## src/logic/wfr_pkg.sv

```systemverilog
// Summary of operation
// - With brake_on_overflow set, a watchdog overflow starts a braking event that latches and shows in status.
// - With brake_on_overflow clear, a watchdog fault takes the normal reaction and never starts braking.
// - fault_latch_enable chooses a held fault (1) or a fault that follows its condition (0).
// - regulator_restart_tries gives directly the number of restart attempts, zero to three.
// - regulator_restart_delay sets the wait before each restart to (code + 1) times 0.5 ms.
// - stalled_rotor_detect_enable switches the stalled-rotor watchdog on; when clear that path is idle.
// - stalled_rotor_timeout sets the stalled-rotor overflow period to (code + 1) seconds.
// - converter_watchdog_disable set turns the buck start-up watchdog off; clear leaves it active.
// - Bits 15:13 of the extension register read as zero and ignore writes.
// - Asynchronous reset clears the whole extension register to zero.
// - The main watchdog faults when its period, in 100 us steps, passes without a restart.
// - The logic regulator source of the main watchdog recovers by the restart tries and delay settings.
package wfr_pkg;

  // ----------------------------------------------------------------
  // Register map
  // ----------------------------------------------------------------
  localparam logic [6:0] WDX_CFG_ADDR = 7'h16;
  localparam logic [15:0] WDX_CFG_RESET = 16'h0000;
  localparam logic [15:0] WDX_CFG_WMASK = 16'h1fff;

  // ----------------------------------------------------------------
  // Timing
  // ----------------------------------------------------------------
  localparam int CLK_PERIOD_PS = 4000;
  localparam int TICK_US = 100;
  localparam int TICK_CYCLES = (TICK_US * 1000000) / CLK_PERIOD_PS;
  localparam int RESTART_STEP_US = 500;
  localparam int RESTART_STEP_TICKS = RESTART_STEP_US / TICK_US;
  localparam int STALL_STEP_S = 1;
  localparam int STALL_STEP_TICKS = (STALL_STEP_S * 1000000) / TICK_US;
  localparam int BUCK_STARTUP_TICKS = 100;
  localparam int TIMER_W = 17;

  // ----------------------------------------------------------------
  // Types
  // ----------------------------------------------------------------
  typedef struct packed {
    logic [2:0] reserved;
    logic converter_watchdog_disable;
    logic [2:0] stalled_rotor_timeout;
    logic stalled_rotor_detect_enable;
    logic [3:0] regulator_restart_delay;
    logic [1:0] regulator_restart_tries;
    logic fault_latch_enable;
    logic brake_on_overflow;
  } wfr_cfg_t;

  typedef struct packed {
    logic main_overflow;
    logic stall_overflow;
    logic buck_overflow;
    logic fault;
    logic brake;
  } wfr_status_t;

  typedef enum logic [2:0] {
    RS_IDLE = 3'h1,
    RS_WAIT = 3'h2,
    RS_SPENT = 3'h4
  } wfr_rs_state_t;

endpackage

```

## src/logic/wfr_prescaler.sv

```systemverilog
`timescale 1ns/1ps
`default_nettype none
module wfr_prescaler #(
  parameter int DIV = 25000
) (
  input wire logic i_ref_clk, // Clock
  input wire logic i_resetn,  // Async reset, active low
  output logic o_tick         // One-cycle pulse every DIV cycles
);

  localparam int CW = $clog2(DIV);
  logic [CW-1:0] count;

  if (DIV < 2)
  begin : g_chk
    $error("wfr_prescaler: DIV must be at least 2");
  end

  always_ff @(posedge i_ref_clk or negedge i_resetn)
  begin
    if (!i_resetn)
    begin
      count <= '0;
      o_tick <= 1'b0;
    end
    else if (count == CW'(DIV - 1))
    begin
      count <= '0;
      o_tick <= 1'b1;
    end
    else
    begin
      count <= count + CW'(1);
      o_tick <= 1'b0;
    end
  end

endmodule // wfr_prescaler
`default_nettype wire

```

## src/logic/wfr_timeout.sv

```systemverilog
`timescale 1ns/1ps
`default_nettype none
module wfr_timeout #(
  parameter int W = 17
) (
  input wire logic i_ref_clk,       // Clock
  input wire logic i_resetn,        // Async reset, active low
  input wire logic i_tick,          // Time base pulse
  input wire logic i_enable,        // Timer runs while high
  input wire logic i_kick,          // Restart from zero
  input wire logic [W-1:0] i_limit, // Ticks to overflow, at least 1
  output logic o_expired            // Level, held until kick or disable
);

  logic [W-1:0] count;
  logic [W-1:0] next_count;

  if (W < 2)
  begin : g_chk
    $error("wfr_timeout: W must be at least 2");
  end

  assign next_count = count + W'(1);

  // Overflow sticks so a missed restart cannot be hidden by wrap-around
  always_ff @(posedge i_ref_clk or negedge i_resetn)
  begin
    if (!i_resetn)
    begin
      count <= '0;
      o_expired <= 1'b0;
    end
    else if (!i_enable || i_kick)
    begin
      count <= '0;
      o_expired <= 1'b0;
    end
    else if (i_tick && !o_expired)
    begin
      if (next_count >= i_limit)
        o_expired <= 1'b1;
      else
        count <= next_count;
    end
  end

endmodule // wfr_timeout
`default_nettype wire

```

## src/logic/wfr_watchdog_ext.sv

```systemverilog
`timescale 1ns/1ps
`default_nettype none
module wfr_watchdog_ext #(
  parameter int TICK_CYCLES = wfr_pkg::TICK_CYCLES
) (
  input wire logic i_ref_clk,            // 250 MHz clock
  input wire logic i_resetn,             // Async reset, active low
  input wire logic i_reg_wr,             // Register write strobe
  input wire logic i_reg_rd,             // Register read strobe
  input wire logic [6:0] i_reg_addr,     // Register address
  input wire logic [15:0] i_reg_wdata,   // Write data
  output logic [15:0] o_reg_rdata,       // Read data, one cycle after read
  input wire logic i_wd_enable,          // Main watchdog enable
  input wire logic [9:0] i_wd_period,    // Main period code, 100 us steps
  input wire logic i_wd_kick,            // Restart from selected input
  input wire logic i_src_regulator,      // Selected input is logic regulator
  input wire logic i_rotor_kick,         // Rotor movement restart
  input wire logic i_buck_ready,         // Buck converter came up
  input wire logic i_fault_clear,        // Software clears fault status
  output wfr_pkg::wfr_cfg_t o_cfg,       // Extension settings
  output wfr_pkg::wfr_status_t o_status, // Fault and brake status
  output logic o_brake_start,            // Pulse when braking starts
  output logic o_regulator_restart       // Pulse per restart attempt
);

  // ----------------------------------------------------------------
  // Declarations
  // ----------------------------------------------------------------
  wfr_pkg::wfr_cfg_t cfg;
  wfr_pkg::wfr_rs_state_t rs_state;
  wfr_pkg::wfr_rs_state_t next_rs_state;
  logic tick;
  logic main_exp;
  logic main_exp_d;
  logic stall_exp;
  logic buck_exp;
  logic delay_exp;
  logic buck_seen;
  logic reg_hit;
  logic fault_cond;
  logic reg_trigger;
  logic [1:0] tries_left;
  logic [wfr_pkg::TIMER_W-1:0] main_limit;
  logic [wfr_pkg::TIMER_W-1:0] stall_limit;
  logic [wfr_pkg::TIMER_W-1:0] delay_limit;

  if (TICK_CYCLES < 2)
  begin : g_chk
    $error("wfr_watchdog_ext: TICK_CYCLES must be at least 2");
  end

  function automatic logic [wfr_pkg::TIMER_W-1:0] code_to_ticks(
    input logic [9:0] code,
    input int step
  );
    logic [wfr_pkg::TIMER_W-1:0] n;
    n = wfr_pkg::TIMER_W'(code) + wfr_pkg::TIMER_W'(1);
    return wfr_pkg::TIMER_W'(n * wfr_pkg::TIMER_W'(step));
  endfunction

  // ----------------------------------------------------------------
  // Register
  // ----------------------------------------------------------------
  assign reg_hit = (i_reg_addr == wfr_pkg::WDX_CFG_ADDR);

  always_ff @(posedge i_ref_clk or negedge i_resetn)
  begin
    if (!i_resetn)
      cfg <= wfr_pkg::wfr_cfg_t'(wfr_pkg::WDX_CFG_RESET);
    else if (i_reg_wr && reg_hit)
      cfg <= wfr_pkg::wfr_cfg_t'(i_reg_wdata & wfr_pkg::WDX_CFG_WMASK);
  end

  // Unmapped reads return zero
  always_ff @(posedge i_ref_clk or negedge i_resetn)
  begin
    if (!i_resetn)
      o_reg_rdata <= '0;
    else if (i_reg_rd)
      o_reg_rdata <= reg_hit ? (16'(cfg) & wfr_pkg::WDX_CFG_WMASK) : 16'h0000;
  end

  always_ff @(posedge i_ref_clk or negedge i_resetn)
  begin
    if (!i_resetn)
      o_cfg <= wfr_pkg::wfr_cfg_t'(wfr_pkg::WDX_CFG_RESET);
    else
      o_cfg <= cfg;
  end

  // ----------------------------------------------------------------
  // Timers
  // ----------------------------------------------------------------
  assign main_limit = code_to_ticks(i_wd_period, 1);
  assign stall_limit = code_to_ticks(10'(cfg.stalled_rotor_timeout), wfr_pkg::STALL_STEP_TICKS);
  assign delay_limit = code_to_ticks(10'(cfg.regulator_restart_delay), wfr_pkg::RESTART_STEP_TICKS);

  wfr_prescaler #(.DIV(TICK_CYCLES)) u_tick (
    .i_ref_clk(i_ref_clk),
    .i_resetn(i_resetn),
    .o_tick(tick)
  );

  // A restart attempt also restarts the main count
  wfr_timeout #(.W(wfr_pkg::TIMER_W)) u_main (
    .i_ref_clk(i_ref_clk),
    .i_resetn(i_resetn),
    .i_tick(tick),
    .i_enable(i_wd_enable),
    .i_kick(i_wd_kick || o_regulator_restart),
    .i_limit(main_limit),
    .o_expired(main_exp)
  );

  wfr_timeout #(.W(wfr_pkg::TIMER_W)) u_stall (
    .i_ref_clk(i_ref_clk),
    .i_resetn(i_resetn),
    .i_tick(tick),
    .i_enable(cfg.stalled_rotor_detect_enable),
    .i_kick(i_rotor_kick),
    .i_limit(stall_limit),
    .o_expired(stall_exp)
  );

  // Start-up watchdog stops for good once the buck reports ready
  wfr_timeout #(.W(wfr_pkg::TIMER_W)) u_buck (
    .i_ref_clk(i_ref_clk),
    .i_resetn(i_resetn),
    .i_tick(tick),
    .i_enable(!buck_seen),
    .i_kick(1'b0),
    .i_limit(wfr_pkg::TIMER_W'(wfr_pkg::BUCK_STARTUP_TICKS)),
    .o_expired(buck_exp)
  );

  wfr_timeout #(.W(wfr_pkg::TIMER_W)) u_delay (
    .i_ref_clk(i_ref_clk),
    .i_resetn(i_resetn),
    .i_tick(tick),
    .i_enable(rs_state == wfr_pkg::RS_WAIT),
    .i_kick(1'b0),
    .i_limit(delay_limit),
    .o_expired(delay_exp)
  );

  always_ff @(posedge i_ref_clk or negedge i_resetn)
  begin
    if (!i_resetn)
      buck_seen <= 1'b0;
    else if (i_buck_ready)
      buck_seen <= 1'b1;
  end

  // ----------------------------------------------------------------
  // Regulator restart sequence
  // ----------------------------------------------------------------
  assign reg_trigger = main_exp && !main_exp_d && i_src_regulator;

  always_ff @(posedge i_ref_clk or negedge i_resetn)
  begin
    if (!i_resetn)
      main_exp_d <= 1'b0;
    else
      main_exp_d <= main_exp;
  end

  always_comb
  begin
    next_rs_state = rs_state;
    unique case (rs_state)
      wfr_pkg::RS_IDLE:
        if (reg_trigger)
          next_rs_state = (tries_left != 2'h0) ? wfr_pkg::RS_WAIT : wfr_pkg::RS_SPENT;
      wfr_pkg::RS_WAIT:
        if (delay_exp)
          next_rs_state = wfr_pkg::RS_IDLE;
      wfr_pkg::RS_SPENT:
        if (i_wd_kick)
          next_rs_state = wfr_pkg::RS_IDLE;
      default:
        next_rs_state = wfr_pkg::RS_IDLE;
    endcase
  end

  always_ff @(posedge i_ref_clk or negedge i_resetn)
  begin
    if (!i_resetn)
      rs_state <= wfr_pkg::RS_IDLE;
    else
      rs_state <= next_rs_state;
  end

  // Tries refill on a write or on a watchdog kick outside the restart wait
  always_ff @(posedge i_ref_clk or negedge i_resetn)
  begin
    if (!i_resetn)
      tries_left <= 2'h0;
    else if (i_reg_wr && reg_hit)
      tries_left <= i_reg_wdata[3:2];
    else if (rs_state == wfr_pkg::RS_WAIT && delay_exp && tries_left != 2'h0)
      tries_left <= tries_left - 2'h1;
    else if (i_wd_kick && rs_state != wfr_pkg::RS_WAIT)
      tries_left <= cfg.regulator_restart_tries;
  end

  always_ff @(posedge i_ref_clk or negedge i_resetn)
  begin
    if (!i_resetn)
      o_regulator_restart <= 1'b0;
    else
      o_regulator_restart <= (rs_state == wfr_pkg::RS_WAIT) && delay_exp;
  end

  // ----------------------------------------------------------------
  // Fault and braking
  // ----------------------------------------------------------------
  assign fault_cond = main_exp || (stall_exp && cfg.stalled_rotor_detect_enable)
    || (buck_exp && !cfg.converter_watchdog_disable);

  always_ff @(posedge i_ref_clk or negedge i_resetn)
  begin
    if (!i_resetn)
    begin
      o_status.main_overflow <= 1'b0;
      o_status.stall_overflow <= 1'b0;
      o_status.buck_overflow <= 1'b0;
    end
    else
    begin
      o_status.main_overflow <= main_exp;
      o_status.stall_overflow <= stall_exp && cfg.stalled_rotor_detect_enable;
      o_status.buck_overflow <= buck_exp && !cfg.converter_watchdog_disable;
    end
  end

  // Set wins over a clear in the same cycle
  always_ff @(posedge i_ref_clk or negedge i_resetn)
  begin
    if (!i_resetn)
      o_status.fault <= 1'b0;
    else if (cfg.fault_latch_enable)
      o_status.fault <= fault_cond || (o_status.fault && !i_fault_clear);
    else
      o_status.fault <= fault_cond;
  end

  // Braking latches regardless of the fault latch setting
  always_ff @(posedge i_ref_clk or negedge i_resetn)
  begin
    if (!i_resetn)
    begin
      o_status.brake <= 1'b0;
      o_brake_start <= 1'b0;
    end
    else
    begin
      o_status.brake <= (cfg.brake_on_overflow && fault_cond) || (o_status.brake && !i_fault_clear);
      o_brake_start <= cfg.brake_on_overflow && fault_cond && !o_status.brake;
    end
  end
endmodule // wfr_watchdog_ext
`default_nettype wire

```

## config.mk

```make
export PLATFORM = sky130hd
export DESIGN_NAME = wfr_watchdog_ext
export DESIGN_NICKNAME = d
export VERILOG_FILES = /design/src/logic/wfr_pkg.sv /design/src/logic/wfr_prescaler.sv /design/src/logic/wfr_timeout.sv /design/src/logic/wfr_watchdog_ext.sv
export SDC_FILE = /design/constraint.sdc
export NUM_CORES = 1
export LEC_CHECK = 0
export BUFFER_PORTS_ARGS = -buffer_cell sky130_fd_sc_hd__buf_2
export CORE_AREA = 2 2 162 100
export CTS_CLUSTER_SIZE = 25
export DETAILED_ROUTE_END_ITERATION = 7
export DIE_AREA = 0 0 164 102
export MAX_ROUTING_LAYER = met4
export PLACE_DENSITY = 0.73
export REMOVE_ABC_BUFFERS = 1
export SLEW_MARGIN = 40
export SYNTH_ARGS = -nofsm -noshare
export SYNTH_HDL_FRONTEND = slang
export SYNTH_SLANG_ARGS = --single-unit
```

## constraint.sdc

```tcl
create_clock -name i_ref_clk -period 5.9 [get_ports i_ref_clk]
set_input_delay 0.59 -clock i_ref_clk [delete_from_list [all_inputs] [get_ports i_ref_clk]]
set_output_delay 0.59 -clock i_ref_clk [all_outputs]
set_load 0.02 [all_outputs]
```

==> results_dict.tcl, run 1 <==
set metrics [dict create \
    status "finished clean" \
    gp_congestion 0.872 \
    placed_cells 1107 \
    postRouteAntennaNets 0 \
    routed_wl_um 17400 \
    slew_viol_final 0 \
    drt_iter0_drc 482 \
    vias 6370 \
    crit_fanout 28 \
    nNetsFinal 1030 \
    clk_latency_ns 0.42 \
    async_flop_share_pct 100 \
    criticalPathCategory "flip-flop to flip-flop" \
    area_delta_synth_final_pct 13.0 \
    core_area_sq_mm 0.0152 \
    dieHeight_um 102 \
    synth.top_cell.area_share_pct 42.1 \
    finalSetupViolations 0 \
    use_met1_pct 35.4 \
    rrSetupSlack_ns 0.75 \
    yosys_warnings 0 \
    crit_family "adder cells" \
    dieArea_sq_mm 0.0167 \
    wl_per_cell_um 15.3 \
    cts-root-buf "clkbuf_16" \
    startpoint "cfg[9]" \
    cts_num_sinks 140 \
    p_leak_nw 4.37 \
    sw_frac_of_total_pct 26.7 \
    place_area_sq_mm 0.00878 \
    grt_pass1_vias 5822 \
    grt-ovfl-total 0 \
    max_freq_mhz 194 \
    postCtsSetupBuffers 0 \
    drc 0 \
    synth_most_common_cell "dfrtp_1" \
    start_util_pct 54.3 \
    design_area_sq_mm 0.00933 \
    power_density_mw_per_mm2 235 \
    synth_common_cells "dfrtp_1, ha_1, nand2_1" \
    yosysSeqAreaShare_pct 42.5 \
    irDropWorstVdd_mv 0.164 \
    ff2ff_path_depth 21 \
    synth-seq-cells 140 \
    antenna_found_initial 0 \
    fin_setup_tns_ns 0 \
    clkTransAtPathRegs_ns 0.07 \
    drive_above_1_share_pct 15.6 \
    cp_data_required_time_ns 6.23 \
    antenna_cells 0 \
    max_stage_delay_ns 0.59 \
    viasPerCell 5.60 \
    synth_enable_flop_cells 0 \
    globalRouteTotalUtil_pct 22.8 \
    fin_util_pct 61.4 \
    drtPass1Iterations 5 \
    endpoint_kind "flip-flop" \
    p_clk_share_pct 46.0 \
    ys.flop_type "dfrtp_1" \
    synth_cells 854 \
    relSlewSlack_pct 46.1 \
    netSwitchingPower_mw 0.585 \
    numCtsBuffers 17 \
    cts_tree "yes" \
    row_count 35 \
    nFillCells 1274 \
    gr-usage-met3_pct 3.61 \
    synth.avg_cell_area_sq_um 9.67 \
    ioPinCount 82 \
    max-cap-violations 0 \
    finalCritPeriodShare_pct 87.3 \
    synthTopCellsByArea "dfrtp_1, ha_1, xnor2_1" \
    combPwrFrac_pct 8.7 \
    holdCritPathClass "primary input to asynchronous set/reset pin" \
    rsz0062_at_grt "no" \
    busiest_layer "met1" \
    finalHoldViolations 0 \
    synth_area_sq_mm 0.00826 \
    ys_types 61 \
    total_power_mw 2.19 \
    start_kind "flip-flop" \
    cp_slowest_cell "or4_1" \
    worst_slew_pin_slew_ns 0.807 \
    grt_max_degree 73 \
    min_period_ns 5.15 \
    dpl.hpwl_um 12700 \
    internal_power_mw 1.60 \
    hold_buffers 0 \
    htreeDepth 4 \
    grt_pass1_wl_um 29300 \
    power_frac_seq_pct 45.2 \
    r2r_start "cfg[9]" \
    clock_skew_ns 0.0110 \
    synth.largest_area_cell "dfrtp_1" \
    crit_chain "ha_1, xnor2_1, buf_4, ha_1, inv_1, ha_1, ha_1, inv_1, fa_1, nor2b_1, o21ai_0, nand2b_1, a21oi_1, nor2_1, xnor2_1, ha_1, a21oi_1, and3_1, nand2_1, or4_1, a21oi_1" \
    cts_buffer_depth 2 \
    post_cts_resized 0 \
    r2r_end "u_stall.count[2]" \
    crit_path_end "u_stall.count[2]" \
    final_cells 1138 \
    use_met2_pct 30.7 \
    crit_buf_inv 3 \
    cp_num_cells 21 \
    die-width_um 164 \
    critPathArrivalTime_ns 5.48 \
    crit_path_frequent_cell "ha_1" \
    io_buffers 72 \
]
## worst min path at each step
| stage | slack [ns] | startpoint | cells after the start | to |
|---|---|---|---|---|
| CTS | 0.19 | i_resetn | 1 | o_cfg[4] |
| global route | 0.22 | i_resetn | 1 | o_cfg[5] |
| detailed placement | 0.41 | cfg[2] | 0 | o_cfg[2] |
| finish | 0.17 | i_resetn | 1 | o_cfg[5] |
| floorplan | 0.29 | i_resetn | 0 | buck_seen |
| global placement | 0.41 | cfg[2] | 0 | o_cfg[2] |
## cell families after synthesis
logic type | share of synthesized area (%)
adders and majority gates | 9.88
buffers and inverters | 3.76
and+or+nand+nor | 21.4
muxes | 2.80
xor gates and xnor gates | 7.21
other | 0.0454
DFF | 42.5
AOI/OAI and AO/OA | 12.5
## per-layer routing
metal / vias to the layer above / wire [um]
li1: 3187 / -
met1: 3040 / 9500
met4: 0 / 138
met5: - / 0
met2: 129 / 7130
met3: 14 / 666
## stage by stage
step                      hold slack, ns  worst slack, ns
after CTS                          0.191            0.755
after global routing               0.216            0.301
after floorplan                    0.294            0.308
final                              0.166            0.752
after detailed placement           0.412            0.793
after global placement             0.411            0.906
## registers in the layout (all words and copies together) (netlist names), 13 cells and up
register	flops
u_buck.count	17
u_tick.count	15
u_delay.count	17
u_main.count	17
u_stall.count	17
cfg	13
o_cfg	13
o_reg_rdata	13
## cells in the final DEF, fill, tap and decap left out, types with 11 or more instances in the layout
cell and instances:
ha_1 62, nor2b_1 12, a21oi_1 51, xnor2_1 40, nand4_1 23, nor2_1 55, nand2_1 62, mux2_2 17
xor2_1 28, and2_1 21, nor3_1 11, nand3_1 41, inv_1 42, buf_2 71, o21ai_0 47, dfrtp_1 139
and3_1 25, o31ai_1 17, clkbuf_16 17, or4_1 19, or3_1 19
## final cells by class
type	count	area (sq um)	area share, %
multi-input combinational	646	4470	47.9
sequential	140	3500	37.6
clock buffer	17	425	4.56
timing repair buffer	76	400	4.29
tap	203	254	2.72
inverter	42	158	1.69
clock inverter	14	123	1.31
## power groups by stage
stage,logic [mW],registers [mW],clock network (mW)
floorplan,0.104,1.01,0
global placement,0.183,1.01,0
detailed placement,0.192,1.01,0
CTS,0.195,0.990,1.02
global route,0.218,0.992,1.07
finish,0.192,0.990,1.01
Power figures use the tool's default switching activity.
==> run 2: changes to the inputs <==
--- a/config.mk
+++ b/config.mk
@@ -11,7 +11,7 @@
 export DETAILED_ROUTE_END_ITERATION = 7
 export DIE_AREA = 0 0 164 102
 export MAX_ROUTING_LAYER = met4
-export PLACE_DENSITY = 0.73
+export PLACE_DENSITY = 0.74
 export REMOVE_ABC_BUFFERS = 1
 export SLEW_MARGIN = 40
 export SYNTH_ARGS = -nofsm -noshare
==> run 2 against run 1 <==
Highest routed layer unchanged; routed wire length is 2.2% higher; sequential power hardly changed; clock power is 8% higher; die area did not move; hold slack improved by 0.020 ns; clock skew up 0.0021 ns; sequential share of layout area is 0.27 points lower; register-to-register slack improved by 0.24 ns.
==> results_dict.tcl, run 2 (synthesis results as in run 1) <==
set metrics [dict create \
    r2r_end "u_stall.count[9]" \
    timing.final.ws_setup_ns 0.987 \
    gp_congestion 0.832 \
    cts_buffer_depth 2 \
    dieHeight_um 102 \
    min_period_ns 4.91 \
    antenna_found_initial 0 \
    cp_data_required_time_ns 6.24 \
    crit_chain "ha_1, xnor2_1, buf_4, ha_1, inv_1, ha_1, ha_1, inv_1, fa_1, nor2b_1, o21ai_0, nand2b_1, a21oi_1, nor2_1, xnor2_1, ha_1, a21oi_1, and3_1, nand2_2, or4_1, a21oi_1" \
    design_area_sq_mm 0.00940 \
    holdCritPathClass "primary input to asynchronous set/reset pin" \
    crit_path_frequent_cell "ha_1" \
    final_common_cell "dfrtp_1" \
    nNetsFinal 1030 \
    clkTransAtPathRegs_ns 0.08 \
    slew_viol_final 0 \
    wl_per_cell_um 15.6 \
    r2r_start "cfg[9]" \
    power_density_mw_per_mm2 241 \
    irDropWorstVdd_mv 0.142 \
    place_area_sq_mm 0.00878 \
    grt_pass1_wl_um 30100 \
    rsz0062_at_grt "no" \
    drt_iter0_drc 494 \
    numCtsBuffers 17 \
    start_util_pct 54.3 \
    io_buffers 72 \
    viasPerCell 5.72 \
    max_stage_delay_ns 0.51 \
    cp_slowest_cell "or4_1" \
    rrSetupSlack_ns 0.99 \
    globalRouteTotalUtil_pct 23.5 \
    finalSetupViolations 0 \
    cts_num_sinks 140 \
    area_delta_synth_final_pct 13.9 \
    criticalPathCategory "flip-flop to flip-flop" \
    drive_above_1_share_pct 15.8 \
    htreeDepth 4 \
    antenna_cells 0 \
    status "finished clean" \
    grt_max_degree 77 \
    dpl.hpwl_um 12500 \
    max_freq_mhz 204 \
    clock_skew_ns 0.0131 \
    layout_common_cells "dfrtp_1, buf_2, ha_1" \
    critPathArrivalTime_ns 5.26 \
    finalHoldViolations 0 \
    endpoint_kind "flip-flop" \
    cts-root-buf "clkbuf_16" \
    dieArea_sq_mm 0.0167 \
    die-width_um 164 \
    postRouteAntennaNets 0 \
    max-cap-violations 0 \
    postCtsSetupBuffers 0 \
    post_cts_resized 0 \
    relSlewSlack_pct 48.9 \
    fin_util_pct 61.9 \
    drc 0 \
    finalCritPeriodShare_pct 83.3 \
    clk_latency_ns 0.43 \
    p_leak_nw 4.41 \
    grt_pass1_vias 6090 \
    core_area_sq_mm 0.0152 \
    worst_slew_pin_slew_ns 0.764 \
    start_kind "flip-flop" \
    fin_setup_tns_ns 0 \
    routed_wl_um 17800 \
    ff2ff_path_depth 21 \
    row_count 35 \
    grt-ovfl-total 0 \
    ioPinCount 82 \
    cts_tree "yes" \
    crit_fanout 28 \
    post-place-ws_ns 0.804 \
    hold_buffers 0 \
    vias 6520 \
    drtPass1Iterations 5 \
]
==> run 2: cell count changes in the layout (fill, tap and decap cells not counted), sizes merged <==
cell	delta
clkinv	+8
inv	-4
clkinvlp	-3
==> run 2: where the power goes <==
| group | internal (mW) | switching (mW) |
|---|---|---|
| clock network | 0.576 | 0.514 |
| logic | 0.0741 | 0.111 |
| registers | 0.975 | 0.0146 |
| total | 1.63 | 0.640 |
==> run 2: worst max path at each step <==
stage	slack, ns	end	startpoint
6_report	0.99	u_stall.count[9]	cfg[9]
5_1_grt	0.63	u_stall.count[15]	cfg[9]
4_1_cts	0.77	u_stall.count[9]	cfg[9]
3_5_place_dp	0.80	u_stall.count[16]	cfg[9]
3_3_place_gp	0.90	u_stall.count[10]	cfg[9]
2_1_floorplan	0.31	u_stall.o_expired	cfg[9]
==> run 2: layout make-up <==
class                           count  area, sq um
Tap cell                          203          254
Multi-Input combinational cell    646         4470
Clock inverter                     15          189
Timing Repair Buffer               76          400
Clock buffer                       17          425
Fill cell                        1262         5800
Sequential cell                   140         3500
Inverter                           42          158
==> run 2: worst max-delay path: cells and delay by family, from the launching register on <==
kind | cells | cell delay [ns]
compound gates | 4 | 0.48
xor+xnor | 2 | 0.27
fa+ha+maj | 6 | 1.86
buf+inv | 3 | 0.28
flops | 1 | 0.49
simple gates | 6 | 1.44
==> run 2: stage by stage <==
step / total power, mW / std cells / hold WS [ns]
floorplan: 1.12 / 828 / 0.294
global placement: 1.19 / 1107 / 0.411
detailed placement: 1.19 / 1107 / 0.421
CTS: 2.28 / 1139 / 0.202
global route: 2.36 / 1139 / 0.236
finish: 2.27 / 1139 / 0.187
==> run 2: per-layer routing <==
layer	global-route usage (%)	vias up	share of wire [%]
li1	-	3205	-
met1	35.6	3116	53
met2	32.1	182	41
met3	3.86	17	5.3
met4	7.22	0	1.0
met5	-	-	0
